--- src/verilog/thep_cfg.svh ---
// constants of the transmit errored-packet insertion and performance counter block
`ifndef THEP_CFG_SVH
`define THEP_CFG_SVH

// ************************************************************
// register indices (byte address is four times the index)
// ************************************************************
`define THEP_IDX_CTRL_LOW 10'h0c4
`define THEP_IDX_COUNT_CTRL 10'h0c6
`define THEP_IDX_RATE_CTRL 10'h0c7
`define THEP_IDX_STATUS 10'h0c8
`define THEP_IDX_STATUS_LATCHED 10'h0c9
`define THEP_IDX_IRQ_ENABLE 10'h0ca
`define THEP_IDX_PKT_CNT0 10'h0cc
`define THEP_IDX_PKT_CNT1 10'h0cd
`define THEP_IDX_PKT_CNT2 10'h0ce
`define THEP_IDX_BYTE_CNT0 10'h0d0
`define THEP_IDX_BYTE_CNT1 10'h0d1
`define THEP_IDX_BYTE_CNT2 10'h0d2
`define THEP_IDX_BYTE_CNT3 10'h0d3
`define THEP_IDX_MON_UPDATE 10'h0d6
`define THEP_IDX_MON_STATUS 10'h0d7

// ************************************************************
// field positions and codes
// ************************************************************
`define THEP_BIT_INITIATE 0
`define THEP_BIT_FINISHED 0
`define THEP_BIT_IRQ_EN 0
`define THEP_BIT_MON_UPDATE 0
`define THEP_BIT_MON_STATUS 0
`define THEP_CTRL_LOW_MASK 8'h3e
`define THEP_RATE_MASK 8'h7f
`define THEP_TOTAL_CONTINUOUS 8'hff
`define THEP_RATE_Y_MAX 3'h6

// ************************************************************
// reset values and widths
// ************************************************************
`define THEP_RST_BYTE 8'h00
`define THEP_PKT_CNT_W 24
`define THEP_BYTE_CNT_W 32
`define THEP_PERIOD_W 24

`endif

--- src/verilog/thep_pkg.sv ---
// types of the transmit errored-packet insertion block
package thep_pkg;

   typedef enum logic [1:0]
   {
      THEP_IDLE = 2'b00,
      THEP_RUN = 2'b01,
      THEP_DONE = 2'b10
   } thep_state_t;

endpackage

--- src/verilog/thep_pm_counter.sv ---
// running performance counter with a snapshot register for software
`timescale 1ns/100ps
`include "thep_cfg.svh"

module thep_pm_counter #(
   parameter int W = 24
) (
   // clock and reset
   input wire logic clk,
   input wire logic rst_n,
   // events
   input wire logic inc,
   input wire logic update,
   // snapshot
   output logic [W-1:0] shown
);

   logic [W-1:0] cnt;
   logic [W-1:0] next_cnt;
   logic [W-1:0] next_shown;

   // an event in the update cycle belongs to the new period, so restart at one
   always_comb
   begin
      next_cnt = cnt + {{(W-1){1'b0}}, inc};
      next_shown = shown;
      if (update)
      begin
         next_shown = cnt;
         next_cnt = {{(W-1){1'b0}}, inc};
      end
   end

   always_ff @(posedge clk)
   begin
      if (!rst_n)
      begin
         cnt <= '0;
         shown <= '0;
      end
      else
      begin
         cnt <= next_cnt;
         shown <= next_shown;
      end
   end

endmodule // thep_pm_counter

--- src/verilog/thep_rate_divider.sv ---
// counts packets and marks every period-th one
`timescale 1ns/100ps
`include "thep_cfg.svh"

module thep_rate_divider (
   // clock and reset
   input wire logic clk,
   input wire logic rst_n,
   // control
   input wire logic clear,
   input wire logic step,
   input wire logic [`THEP_PERIOD_W-1:0] period,
   // result
   output logic hit
);

   logic [`THEP_PERIOD_W-1:0] cnt;
   logic [`THEP_PERIOD_W-1:0] next_cnt;

   // a period of zero never hits, which disables insertion
   assign hit = step && (period != '0) && (cnt == period - `THEP_PERIOD_W'(1));

   always_comb
   begin
      next_cnt = cnt;
      if (clear || hit)
         next_cnt = '0;
      else if (step)
         next_cnt = cnt + `THEP_PERIOD_W'(1);
   end

   always_ff @(posedge clk)
   begin
      if (!rst_n)
         cnt <= '0;
      else
         cnt <= next_cnt;
   end

endmodule // thep_rate_divider

--- src/verilog/thep_top.sv ---
// transmit errored-packet insertion and transmit performance counters, APB slave
`timescale 1ns/100ps
`include "thep_cfg.svh"

module thep_top (
   // clock and reset
   input wire logic clk,
   input wire logic rst_n,
   // apb slave
   input wire logic psel,
   input wire logic penable,
   input wire logic pwrite,
   input wire logic [11:0] paddr,
   input wire logic [31:0] pwdata,
   output logic [31:0] prdata,
   output logic pready,
   output logic pslverr,
   // transmit datapath
   input wire logic tx_pkt_start,
   input wire logic tx_byte_sent,
   output logic tx_pkt_errored,
   // interrupt
   output logic irq
);

   // ************************************************************
   // register state
   // ************************************************************
   logic [7:0] ctrl_low;
   logic [7:0] count_ctrl;
   logic [7:0] rate_ctrl;
   logic [7:0] irq_enable;
   logic [7:0] mon_update;
   logic initiate_armed;
   logic finished;
   logic finished_latched;
   logic finished_prev;
   logic mon_status;
   logic mon_update_prev;
   logic [7:0] next_ctrl_low;
   logic [7:0] next_count_ctrl;
   logic [7:0] next_rate_ctrl;
   logic [7:0] next_irq_enable;
   logic [7:0] next_mon_update;
   logic next_initiate_armed;
   logic next_finished_latched;
   logic next_mon_status;
   logic start_pulse;
   logic stop_pulse;
   logic mon_pulse;

   // ************************************************************
   // insertion state
   // ************************************************************
   thep_pkg::thep_state_t state;
   thep_pkg::thep_state_t next_state;
   logic [7:0] errored_sent;
   logic [7:0] next_errored_sent;
   logic next_finished;
   logic next_tx_pkt_errored;
   logic rate_hit;
   logic [`THEP_PERIOD_W-1:0] period;

   // ************************************************************
   // bus state
   // ************************************************************
   logic [31:0] next_prdata;
   logic next_pready;
   logic next_pslverr;
   logic [9:0] idx;
   logic access;
   logic wr_done;
   logic mapped;
   logic [7:0] rd_byte;
   logic next_irq;
   logic [`THEP_PKT_CNT_W-1:0] pkt_shown;
   logic [`THEP_BYTE_CNT_W-1:0] byte_shown;

   assign idx = paddr[11:2];
   assign access = psel && penable;
   // a write takes effect at the edge where pready is seen high
   assign wr_done = access && pready && pwrite;

   // ************************************************************
   // rate period: x times ten to the y, y clamped at six
   // ************************************************************
   function automatic logic [`THEP_PERIOD_W-1:0] decade(input logic [2:0] y);
      logic [`THEP_PERIOD_W-1:0] d;
      d = '0;
      case (y)
         3'h0: d = 24'h000001;
         3'h1: d = 24'h00000a;
         3'h2: d = 24'h000064;
         3'h3: d = 24'h0003e8;
         3'h4: d = 24'h002710;
         3'h5: d = 24'h0186a0;
         default: d = 24'h0f4240;
      endcase
      return d;
   endfunction

   always_comb
   begin
      period = decade(rate_ctrl[6:4]) * {20'h00000, rate_ctrl[3:0]};
   end

   // ************************************************************
   // register writes
   // ************************************************************
   always_comb
   begin
      next_ctrl_low = ctrl_low;
      next_count_ctrl = count_ctrl;
      next_rate_ctrl = rate_ctrl;
      next_irq_enable = irq_enable;
      next_mon_update = mon_update;
      next_initiate_armed = initiate_armed;
      start_pulse = 1'b0;
      stop_pulse = 1'b0;
      if (wr_done)
      begin
         case (idx)
            `THEP_IDX_CTRL_LOW:
            begin
               next_ctrl_low = pwdata[7:0] & `THEP_CTRL_LOW_MASK;
               next_initiate_armed = pwdata[`THEP_BIT_INITIATE];
               start_pulse = pwdata[`THEP_BIT_INITIATE];
               stop_pulse = !pwdata[`THEP_BIT_INITIATE];
            end
            `THEP_IDX_COUNT_CTRL: next_count_ctrl = pwdata[7:0];
            `THEP_IDX_RATE_CTRL: next_rate_ctrl = pwdata[7:0];
            `THEP_IDX_IRQ_ENABLE: next_irq_enable = {7'h00, pwdata[`THEP_BIT_IRQ_EN]};
            `THEP_IDX_MON_UPDATE: next_mon_update = {7'h00, pwdata[`THEP_BIT_MON_UPDATE]};
            default: next_ctrl_low = ctrl_low;
         endcase
      end
   end

   always_ff @(posedge clk)
   begin
      if (!rst_n)
      begin
         ctrl_low <= `THEP_RST_BYTE;
         count_ctrl <= `THEP_RST_BYTE;
         rate_ctrl <= `THEP_RST_BYTE;
         irq_enable <= `THEP_RST_BYTE;
         mon_update <= `THEP_RST_BYTE;
         initiate_armed <= 1'b0;
      end
      else
      begin
         ctrl_low <= next_ctrl_low;
         count_ctrl <= next_count_ctrl;
         rate_ctrl <= next_rate_ctrl;
         irq_enable <= next_irq_enable;
         mon_update <= next_mon_update;
         initiate_armed <= next_initiate_armed;
      end
   end

   // ************************************************************
   // insertion sequencer
   // ************************************************************
   thep_rate_divider u_rate (
      .clk(clk),
      .rst_n(rst_n),
      .clear(start_pulse || state != thep_pkg::THEP_RUN),
      .step(tx_pkt_start && state == thep_pkg::THEP_RUN),
      .period(period),
      .hit(rate_hit)
   );

   always_comb
   begin
      next_state = state;
      next_errored_sent = errored_sent;
      next_finished = finished;
      next_tx_pkt_errored = 1'b0;
      case (state)
         thep_pkg::THEP_IDLE:
         begin
            if (start_pulse)
            begin
               next_state = thep_pkg::THEP_RUN;
               next_errored_sent = 8'h00;
               next_finished = 1'b0;
            end
         end
         thep_pkg::THEP_RUN:
         begin
            if (stop_pulse)
            begin
               next_state = thep_pkg::THEP_IDLE;
               next_finished = 1'b0;
            end
            else if (start_pulse)
            begin
               next_errored_sent = 8'h00;
               next_finished = 1'b0;
            end
            else if (count_ctrl != `THEP_TOTAL_CONTINUOUS && errored_sent == count_ctrl)
            begin
               next_state = thep_pkg::THEP_DONE;
               next_finished = 1'b1;
            end
            else if (rate_hit)
            begin
               next_tx_pkt_errored = 1'b1;
               if (count_ctrl != `THEP_TOTAL_CONTINUOUS)
                  next_errored_sent = errored_sent + 8'h01;
            end
         end
         thep_pkg::THEP_DONE:
         begin
            if (stop_pulse)
            begin
               next_state = thep_pkg::THEP_IDLE;
               next_finished = 1'b0;
            end
            else if (start_pulse)
            begin
               next_state = thep_pkg::THEP_RUN;
               next_errored_sent = 8'h00;
               next_finished = 1'b0;
            end
         end
         default:
         begin
            next_state = thep_pkg::THEP_IDLE;
            next_finished = 1'b0;
         end
      endcase
   end

   always_ff @(posedge clk)
   begin
      if (!rst_n)
      begin
         state <= thep_pkg::THEP_IDLE;
         errored_sent <= 8'h00;
         finished <= 1'b0;
         tx_pkt_errored <= 1'b0;
      end
      else
      begin
         state <= next_state;
         errored_sent <= next_errored_sent;
         finished <= next_finished;
         tx_pkt_errored <= next_tx_pkt_errored;
      end
   end

   // ************************************************************
   // latched flag, interrupt and monitoring update
   // ************************************************************
   assign mon_pulse = mon_update[`THEP_BIT_MON_UPDATE] && !mon_update_prev;

   always_comb
   begin
      next_finished_latched = finished_latched;
      // write one clears; a rising edge in the same cycle wins
      if (wr_done && idx == `THEP_IDX_STATUS_LATCHED && pwdata[`THEP_BIT_FINISHED])
         next_finished_latched = 1'b0;
      if (finished && !finished_prev)
         next_finished_latched = 1'b1;
      next_irq = next_finished_latched && irq_enable[`THEP_BIT_IRQ_EN];
      next_mon_status = mon_status;
      if (!mon_update[`THEP_BIT_MON_UPDATE])
         next_mon_status = 1'b0;
      else if (mon_pulse)
         next_mon_status = 1'b1;
   end

   always_ff @(posedge clk)
   begin
      if (!rst_n)
      begin
         finished_latched <= 1'b0;
         finished_prev <= 1'b0;
         irq <= 1'b0;
         mon_status <= 1'b0;
         mon_update_prev <= 1'b0;
      end
      else
      begin
         finished_latched <= next_finished_latched;
         finished_prev <= finished;
         irq <= next_irq;
         mon_status <= next_mon_status;
         mon_update_prev <= mon_update[`THEP_BIT_MON_UPDATE];
      end
   end

   // ************************************************************
   // performance counters
   // ************************************************************
   thep_pm_counter #(.W(`THEP_PKT_CNT_W)) u_pkt_cnt (
      .clk(clk),
      .rst_n(rst_n),
      .inc(tx_pkt_start),
      .update(mon_pulse),
      .shown(pkt_shown)
   );

   thep_pm_counter #(.W(`THEP_BYTE_CNT_W)) u_byte_cnt (
      .clk(clk),
      .rst_n(rst_n),
      .inc(tx_byte_sent),
      .update(mon_pulse),
      .shown(byte_shown)
   );

   // ************************************************************
   // apb read and answer, one wait state so outputs come from flops
   // ************************************************************
   always_comb
   begin
      mapped = 1'b1;
      rd_byte = 8'h00;
      case (idx)
         `THEP_IDX_CTRL_LOW: rd_byte = ctrl_low;
         `THEP_IDX_COUNT_CTRL: rd_byte = count_ctrl;
         `THEP_IDX_RATE_CTRL: rd_byte = rate_ctrl & `THEP_RATE_MASK;
         `THEP_IDX_STATUS: rd_byte = {7'h00, finished};
         `THEP_IDX_STATUS_LATCHED: rd_byte = {7'h00, finished_latched};
         `THEP_IDX_IRQ_ENABLE: rd_byte = irq_enable;
         `THEP_IDX_PKT_CNT0: rd_byte = pkt_shown[7:0];
         `THEP_IDX_PKT_CNT1: rd_byte = pkt_shown[15:8];
         `THEP_IDX_PKT_CNT2: rd_byte = pkt_shown[23:16];
         `THEP_IDX_BYTE_CNT0: rd_byte = byte_shown[7:0];
         `THEP_IDX_BYTE_CNT1: rd_byte = byte_shown[15:8];
         `THEP_IDX_BYTE_CNT2: rd_byte = byte_shown[23:16];
         `THEP_IDX_BYTE_CNT3: rd_byte = byte_shown[31:24];
         `THEP_IDX_MON_UPDATE: rd_byte = mon_update;
         `THEP_IDX_MON_STATUS: rd_byte = {7'h00, mon_status};
         default: mapped = 1'b0;
      endcase
      next_pready = access && !pready;
      next_pslverr = access && !pready && !mapped;
      next_prdata = prdata;
      if (access && !pready)
         next_prdata = (pwrite || !mapped) ? 32'h00000000 : {24'h000000, rd_byte};
   end

   always_ff @(posedge clk)
   begin
      if (!rst_n)
      begin
         prdata <= 32'h00000000;
         pready <= 1'b0;
         pslverr <= 1'b0;
      end
      else
      begin
         prdata <= next_prdata;
         pready <= next_pready;
         pslverr <= next_pslverr;
      end
   end

endmodule // thep_top

--- config.mk ---
export PLATFORM = sky130hd
export DESIGN_NAME = thep_top
export DESIGN_NICKNAME = d
export VERILOG_FILES = /design/src/verilog/thep_pkg.sv /design/src/verilog/thep_pm_counter.sv /design/src/verilog/thep_rate_divider.sv /design/src/verilog/thep_top.sv
export VERILOG_INCLUDE_DIRS = /design/src /design/src/verilog
export SDC_FILE = /design/constraint.sdc
export NUM_CORES = 1
export LEC_CHECK = 0
export ABC_CLOCK_PERIOD_IN_PS = 11900
export BUFFER_PORTS_ARGS = -buffer_cell sky130_fd_sc_hd__buf_4
export CORE_UTILIZATION = 30
export CTS_CLUSTER_DIAMETER = 40
export DETAILED_ROUTE_END_ITERATION = 10
export PLACE_DENSITY = 0.5
export RECOVER_POWER = 25
export SETUP_SLACK_MARGIN = 0.15
export SYNTH_ARGS = -nofsm -noshare
export SYNTH_HDL_FRONTEND = slang
export SYNTH_SLANG_ARGS = --single-unit
--- constraint.sdc ---
create_clock -name clk -period 11.9 [get_ports clk]
set_input_delay 0.595 -clock clk [delete_from_list [all_inputs] [get_ports clk]]
set_output_delay 0.595 -clock clk [all_outputs]
set_load 0.005 [all_outputs]
=== Word-level counts from Yosys, hierarchy flattened ===
Index checks and enable logic that the tools add are counted.

* Add/subtract/negate cells: 5
* $mul: 1
* Equality and inequality tests: 34
* Multiplexer cells: 33
* Bitwise operators: 2
* Reduce and logical (&&, ||, !) cells: 38

{| class="wikitable"
|+ Operator list
! operator !! number
|-
| 10-bit by 8-bit equality test with 1-bit output, second input constant || 15
|-
| 20-bit one-hot mux with 6 select lines || 1
|-
| 8-bit one-hot mux with 15 select lines || 1
|-
| 8-bit 2-to-1 mux || 8
|-
| 32-bit by 1-bit adder with 32-bit output || 1
|-
| 24-bit by 1-bit adder with 24-bit output || 1
|-
| 24-bit by 1-bit adder with 24-bit output, second input constant || 1
|-
| 24-bit equality test || 1
|-
| 20-bit by 4-bit multiplier with 24-bit output || 1
|-
| 8-bit one-hot mux with 3 select lines || 1
|-
| 24-bit nonzero test || 1
|-
| 24-bit by 1-bit subtractor with 24-bit output, second input constant || 1
|-
| 1-bit 2-to-1 mux || 15
|-
| 15-bit OR reduction || 1
|-
| 1-bit logical AND || 14
|-
| 2-bit AND reduction || 7
|-
| 2-bit 2-to-1 mux || 5
|-
| 3-bit by 2-bit inequality test with 1-bit output, second input constant || 3
|-
| 8-bit by 1-bit adder with 8-bit output, second input constant || 1
|-
| 8-bit equality test || 1
|-
| 8-bit inequality test, second input constant || 1
|-
| 3-bit by 2-bit equality test with 1-bit output, second input constant || 2
|-
| 3-bit equality test, second input constant || 2
|-
| 3-bit inequality test, second input constant || 2
|-
| 17 further kinds || 26
|}

* Register bits: 209
* Output and inout bits: 36
* Logic and storage cells: 137

=== Depth between registers and ports, before layout ===
* Depth after elaboration: 11
* Depth in mapped cells: 23

=== Cells and area by module ===
Synthesis repeated with hierarchy kept, for this count alone.

* Cell total of the unflattened synthesis: 1489
* Area, all modules: 12453.2 µm²

{| class="wikitable"
|+ By module, submodules not included
! module !! instances !! cells an instance !! area an instance (µm²) !! seq. area each (µm²)
|-
| thep_top || 1 || 712 || 5526.6 || 980.9
|-
| thep_pm_counter (u_byte_cnt) || 1 || 286 || 2758.9 || 1281.2
|-
| thep_rate_divider || 1 || 286 || 2157.1 || 480.5
|-
| thep_pm_counter (u_pkt_cnt) || 1 || 205 || 2010.7 || 960.9
|}

=== Least setup slack after synthesis ===
Ideal clock, no wire load.

* Path type: reg-to-reg
* Start point: register rate_ctrl[5]
* End point: register errored_sent[2]
* Library setup time: 0.116 ns
* Arrival time: 5.632 ns
* Data required time: 11.784 ns
* Slack: 6.153 ns
* Cell stages (with the launch flop): 20
* Cell sequence: dfxtp_1 -> buf_1 -> buf_1 -> nor3_1 -> fa_1 -> inv_1 -> fa_1 -> inv_1 -> fa_1 -> a211oi_2 -> o21ai_1 -> xnor2_2 -> nand4_1 -> a2111oi_4 -> o2111ai_1 -> xnor2_1 -> or4b_1 -> nor4_4 -> a21oi_1 -> a31o_1

* Word-level cells in the longest chain between the ends: 8
* Elaborated cells on any way between the ends: 15

{| class="wikitable"
|+ Ends and longest elaborated chain
! element !! line !! RTL
|-
| start: declaration || thep_top.sv:31 || <nowiki>logic [7:0] rate_ctrl;</nowiki>
|-
| start signal: assignment || thep_top.sv:145 || <nowiki>rate_ctrl <= `THEP_RST_BYTE;</nowiki>
|-
| start signal: assignment || thep_top.sv:154 || <nowiki>rate_ctrl <= next_rate_ctrl;</nowiki>
|-
| 3-bit equality test (tied with other cells) || thep_top.sv:90 || <nowiki>case (y)</nowiki>
|-
| 20-bit one-hot mux with 6 select lines * || thep_top.sv:90 ||
|-
| 20-bit by 4-bit multiplier with 24-bit output * || thep_top.sv:104 || <nowiki>period = decade(rate_ctrl[6:4]) * {20'h00000, rate_ctrl[3:0]};</nowiki>
|-
| 24-bit by 1-bit subtractor with 24-bit output or 24-bit nonzero test (tied branches) || thep_rate_divider.sv:21 || <nowiki>assign hit = step && (period != '0) && (cnt == period - `THEP_PERIOD_W'(1));</nowiki>
|-
| 24-bit equality test or 1-bit logical AND (tied branches) || thep_rate_divider.sv:21 ||
|-
| 1-bit logical AND * || thep_rate_divider.sv:21 ||
|-
| 3-bit by 2-bit inequality test with 1-bit output (no line) * || -- ||
|-
| 6-bit AND reduction (no line) * || -- ||
|-
| end signal: assignment || thep_top.sv:247 || <nowiki>errored_sent <= next_errored_sent;</nowiki>
|-
| end: declaration || thep_top.sv:57 || <nowiki>logic [7:0] errored_sent;</nowiki>
|}

Mark *: on every way between the ends. The rest lies on a longest branch, timed or not.
A chain may end at the register's enable or synchronous reset.

=== Final worst setup path ===
* Start point: register rate_ctrl[4]
* End point: register u_rate.cnt[10]

* Word-level cells in the longest chain between the ends: 8
* Elaborated cells on any way between the ends: 15

{| class="wikitable"
|+ Ends and longest elaborated chain
! element !! line !! RTL
|-
| 3-bit equality test (tied with other cells) || thep_top.sv:90 ||
|-
| 20-bit one-hot mux with 6 select lines * || thep_top.sv:90 ||
|-
| 20-bit by 4-bit multiplier with 24-bit output * || thep_top.sv:104 ||
|-
| 24-bit by 1-bit subtractor with 24-bit output or 24-bit nonzero test (tied branches) || thep_rate_divider.sv:21 ||
|-
| 24-bit equality test or 1-bit logical AND (tied branches) || thep_rate_divider.sv:21 ||
|-
| 1-bit logical AND * || thep_rate_divider.sv:21 ||
|-
| 1-bit logical OR * || thep_rate_divider.sv:26 || <nowiki>if (clear || hit)</nowiki>
|-
| 2-bit OR reduction (no line) * || -- ||
|-
| end signal: assignment || thep_rate_divider.sv:37 || <nowiki>cnt <= next_cnt;</nowiki>
|-
| end: declaration || thep_rate_divider.sv:17 || <nowiki>logic [`THEP_PERIOD_W-1:0] cnt;</nowiki>
|}

Marks and branches as above.

==> metrics.md <==
| Metric | Value |
|---|---|
| Die ar. | 39,500 µm² |
| Synth async-reset ratio | 0% |
| CTS tree | yes |
| Number of max-cap violations | 2 |
| Syn_area_per_cell | 7.97 µm² |
| Gpl congestion | 0.868 |
| Setup_tns | 0 ns |
| Worst vdd ir | 0.0959 mV |
| DP HPWL | 23,100 µm |
| Synthesized-area fraction occupied by adder cells | 9.53% |
| First-pass GRT wire length | 51,100 µm |
| Count of different cell masters after synthesis | 78 |
| Port Buffers | 36 |
| Clk sink count | 185 |
| H-tree levels | 4 |
| FMAX | 135 MHz |
| Synth Register Bits | 185 |
| Post-CTS sizing | 0 |
| CTS Hold Bufs | 0 |
| Placed Instances | 1,949 |
| CP Class | reg2reg |
| Core area | 37,800 µm² |
| Warnings, synthesis | 0 |
| Worst EP arrival | 7.74 ns |
| Min-delay worst type | in2reg |
| Root Buffer | clkbuf_16 |
| Violated checks | capacitance limit, slew limit |
| ANT cells | 0 |
| First-pass iteration count of the detailed router | 8 |
| Drt drc | 0 |
| Slew @ Worst Pin | 4.39 ns |
| Register area share after synthesis | 31.9% |
| Worst Skew | 0.0304 ns |
| Final cycle utilization of the critical path | 62.0% |
| Mapped cell area | 11,600 µm² |
| Clock Path Buffers | 2 |
| Flop2flop setup slack | 4.52 ns |
| Die height | 199 µm |
| Mux cell area share after synthesis | 2.19% |
| Post-Synth XOR/XNOR Area | 9.95% |
| ANT nets after route | 0 |
| Area grow syn2layout | 10.8% |
| Cells after Synth | 1,456 |
| Die W | 199 µm |
| R2r worst-path depth | 19 |
| Final hold slack | 0.397 ns |
| Setup-failing EPs final | 0 |
| EDFF count, synth | 0 |
| WL final | 31,000 µm |
| Row count | 71 |
| Synth cell count leaders | nand2_1 (238), dfxtp_1 (185), nor2_1 (166) |
| Vias in the first global route | 9,711 |
| Initial core utilization | 30.7% |
| Status | finished, violations left |
| CP max FO | 24 |
| Later-pin clock latency in the skew report | 0.47 ns |
| Critical Path Sink Type | register |
| Top Ports | 87 |
| Post-synth top area cell | dfxtp_1 |
| Startpoint types | register |
| Fin crit period | 7.38 ns |
| Finished Layout Cells | 1,981 |
| Hold Crit Depth | 3 |
| Largest net degree at the start of global routing | 93 |
| Fill cells | 4,102 |
| Primary FF master, synth | dfxtp_1 |
| Power per cell area | 96.1 nW/µm² |
| Rel. slew slack | -192% |
| Total CTS buffers | 17 |
| Area contributors post-synth | dfxtp_1 (32%), nand2_1 (7.7%), nor2_1 (5.4%) |
| Cell Area, Placed | 12,300 µm² |
| Post-route design area | 12,900 µm² |
| Post-CTS Setup Bufs | 0 |
| Vias per cell | 5.02 |
| Initial antenna violation count | 0 |
| Critical Path RT | 12.26 ns |
| Top-area cell type share of the netlist area | 31.9% |
| Hold Fails Final Rpt | 0 |
| Drt wl/cell | 15.6 µm |
| Initial drt markers | 659 |
| Final Slew Violations | 155 |
| Via count | 9,948 |
| Share of post-route cells with drive strength above 1 | 6.60% |
| Leak | 4.88 nW |
| Fin nets | 1,579 |
| Clock-pin slew on the worst setup and hold paths | 0.09 ns |
| Simple-gate share of the synthesized area | 27.1% |
| All-Layer GR Usage | 16.5% |
| Largest family of logic cells by synthesized area | simple AND/OR/NAND/NOR gates |
| Top-count cell post-synth | nand2_1 |
| Residual overflow from global routing | 0 |
| Complex-gate fraction of the synthesized area | 14.3% |
| RSZ-0062 raised after global routing | no |
## cells by family after synthesis
family,after synthesis
compound gates,248
xor+xnor,127
mux,25
simple gates,670
buf+inv,129
flops,185
fa+ha+maj,71
other cells,1
## layer usage
metal  global-route usage [%]  part of all wire, %  wire [µm]
met1                     21.6                   48      14800
met2                     27.4                   47      14700
met4                     5.90                  2.3        702
met3                     2.54                  2.7        835
met5                        0                    0          0
## path summary, 6_finish.rpt
kind / from / end
worst max-delay path: rate_ctrl[4]$_SDFFE_PN0P_ / u_rate.cnt[10]$_SDFFE_PP0P_
worst min-delay path: pwdata[3] / count_ctrl[3]$_SDFFE_PN0P_
worst max register to register: rate_ctrl[4]$_SDFFE_PN0P_ / u_rate.cnt[10]$_SDFFE_PP0P_
worst min register to register: u_byte_cnt.shown[13]$_SDFFE_PN0P_ / u_byte_cnt.shown[13]$_SDFFE_PN0P_
## sequential cells by signal (all words and copies together), names as in the netlist, 2 cells and up
signal and cells:
ctrl_low 5, u_rate.cnt 24, u_pkt_cnt.cnt 24, prdata 8, u_byte_cnt.cnt 32, u_pkt_cnt.shown 24, rate_ctrl 7, u_byte_cnt.shown 32
count_ctrl 8, state 2, errored_sent 8
## placed cells by master, fill, tap and decap left out, drive strengths merged, types with 9 or more instances in the layout
master / synthesis / routed
nand3: 69 / 69
clkbuf: 53 / 33
nor2: 166 / 166
nor3: 34 / 34
ha: 42 / 42
a21oi: 106 / 106
a222oi: 12 / 12
o21ai: 31 / 31
nand2: 238 / 238
a211oi: 9 / 9
nor2b: 9 / 9
inv: 44 / 48
nand2b: 15 / 15
mux2i: 22 / 22
dfxtp: 185 / 185
and2: 18 / 18
buf: 32 / 30
a22oi: 15 / 15
conb: 1 / 24
or3: 11 / 11
fa: 29 / 29
xor2: 64 / 64
and4: 9 / 9
or2: 10 / 10
nand4: 30 / 30
xnor2: 61 / 61
a221oi: 15 / 15
and3: 35 / 35
## critical path: stages, from the launching register on
cell       delay, ns
dfxtp_1         0.83
nand2_1         0.28
mux2i_1         0.35
nand2_1         0.13
fa_1            0.54
inv_1           0.05
fa_1            0.49
ha_1            0.52
a21oi_1         0.18
o211a_1         0.26
or2_2           0.32
a2111oi_0       0.44
a211oi_1        0.22
nor4b_1         0.68
xnor2_1         0.13
a2bb2oi_1       0.25
a21o_1          0.20
nand2b_1        0.21
nand4_1         0.84
nor2_1          0.34
## through the flow
stage | util (%) | setup slack [ns] | total power [mW]
2_1_floorplan | - | 6.15 | 0.659
3_3_place_gp | 32.4 | 4.57 | 0.669
3_5_place_dp | 32.4 | 4.47 | 0.669
4_1_cts | 34.0 | 4.46 | 1.25
5_1_grt | 34.0 | 3.71 | 1.28
6_report | 34.0 | 4.52 | 1.24
## final cells by class
| cell class | instances | area, µm² | share of cell area (%) |
|---|---|---|---|
| multi-input combinational | 1165 | 7430 | 57.8 |
| sequential | 185 | 3700 | 28.8 |
| tap | 511 | 639 | 4.97 |
| clock buffer | 19 | 443 | 3.45 |
| timing repair buffer | 44 | 315 | 2.45 |
| inverter | 44 | 165 | 1.28 |
| clock inverter | 13 | 156 | 1.22 |
## where the power goes
part           internal [mW]  total, mW  switching [mW]
sequential             0.620      0.622         0.00149
combinational        0.00968     0.0325          0.0228
clock                  0.304      0.581           0.277
total                  0.934       1.24           0.301
(Power assumes the default switching activity.)
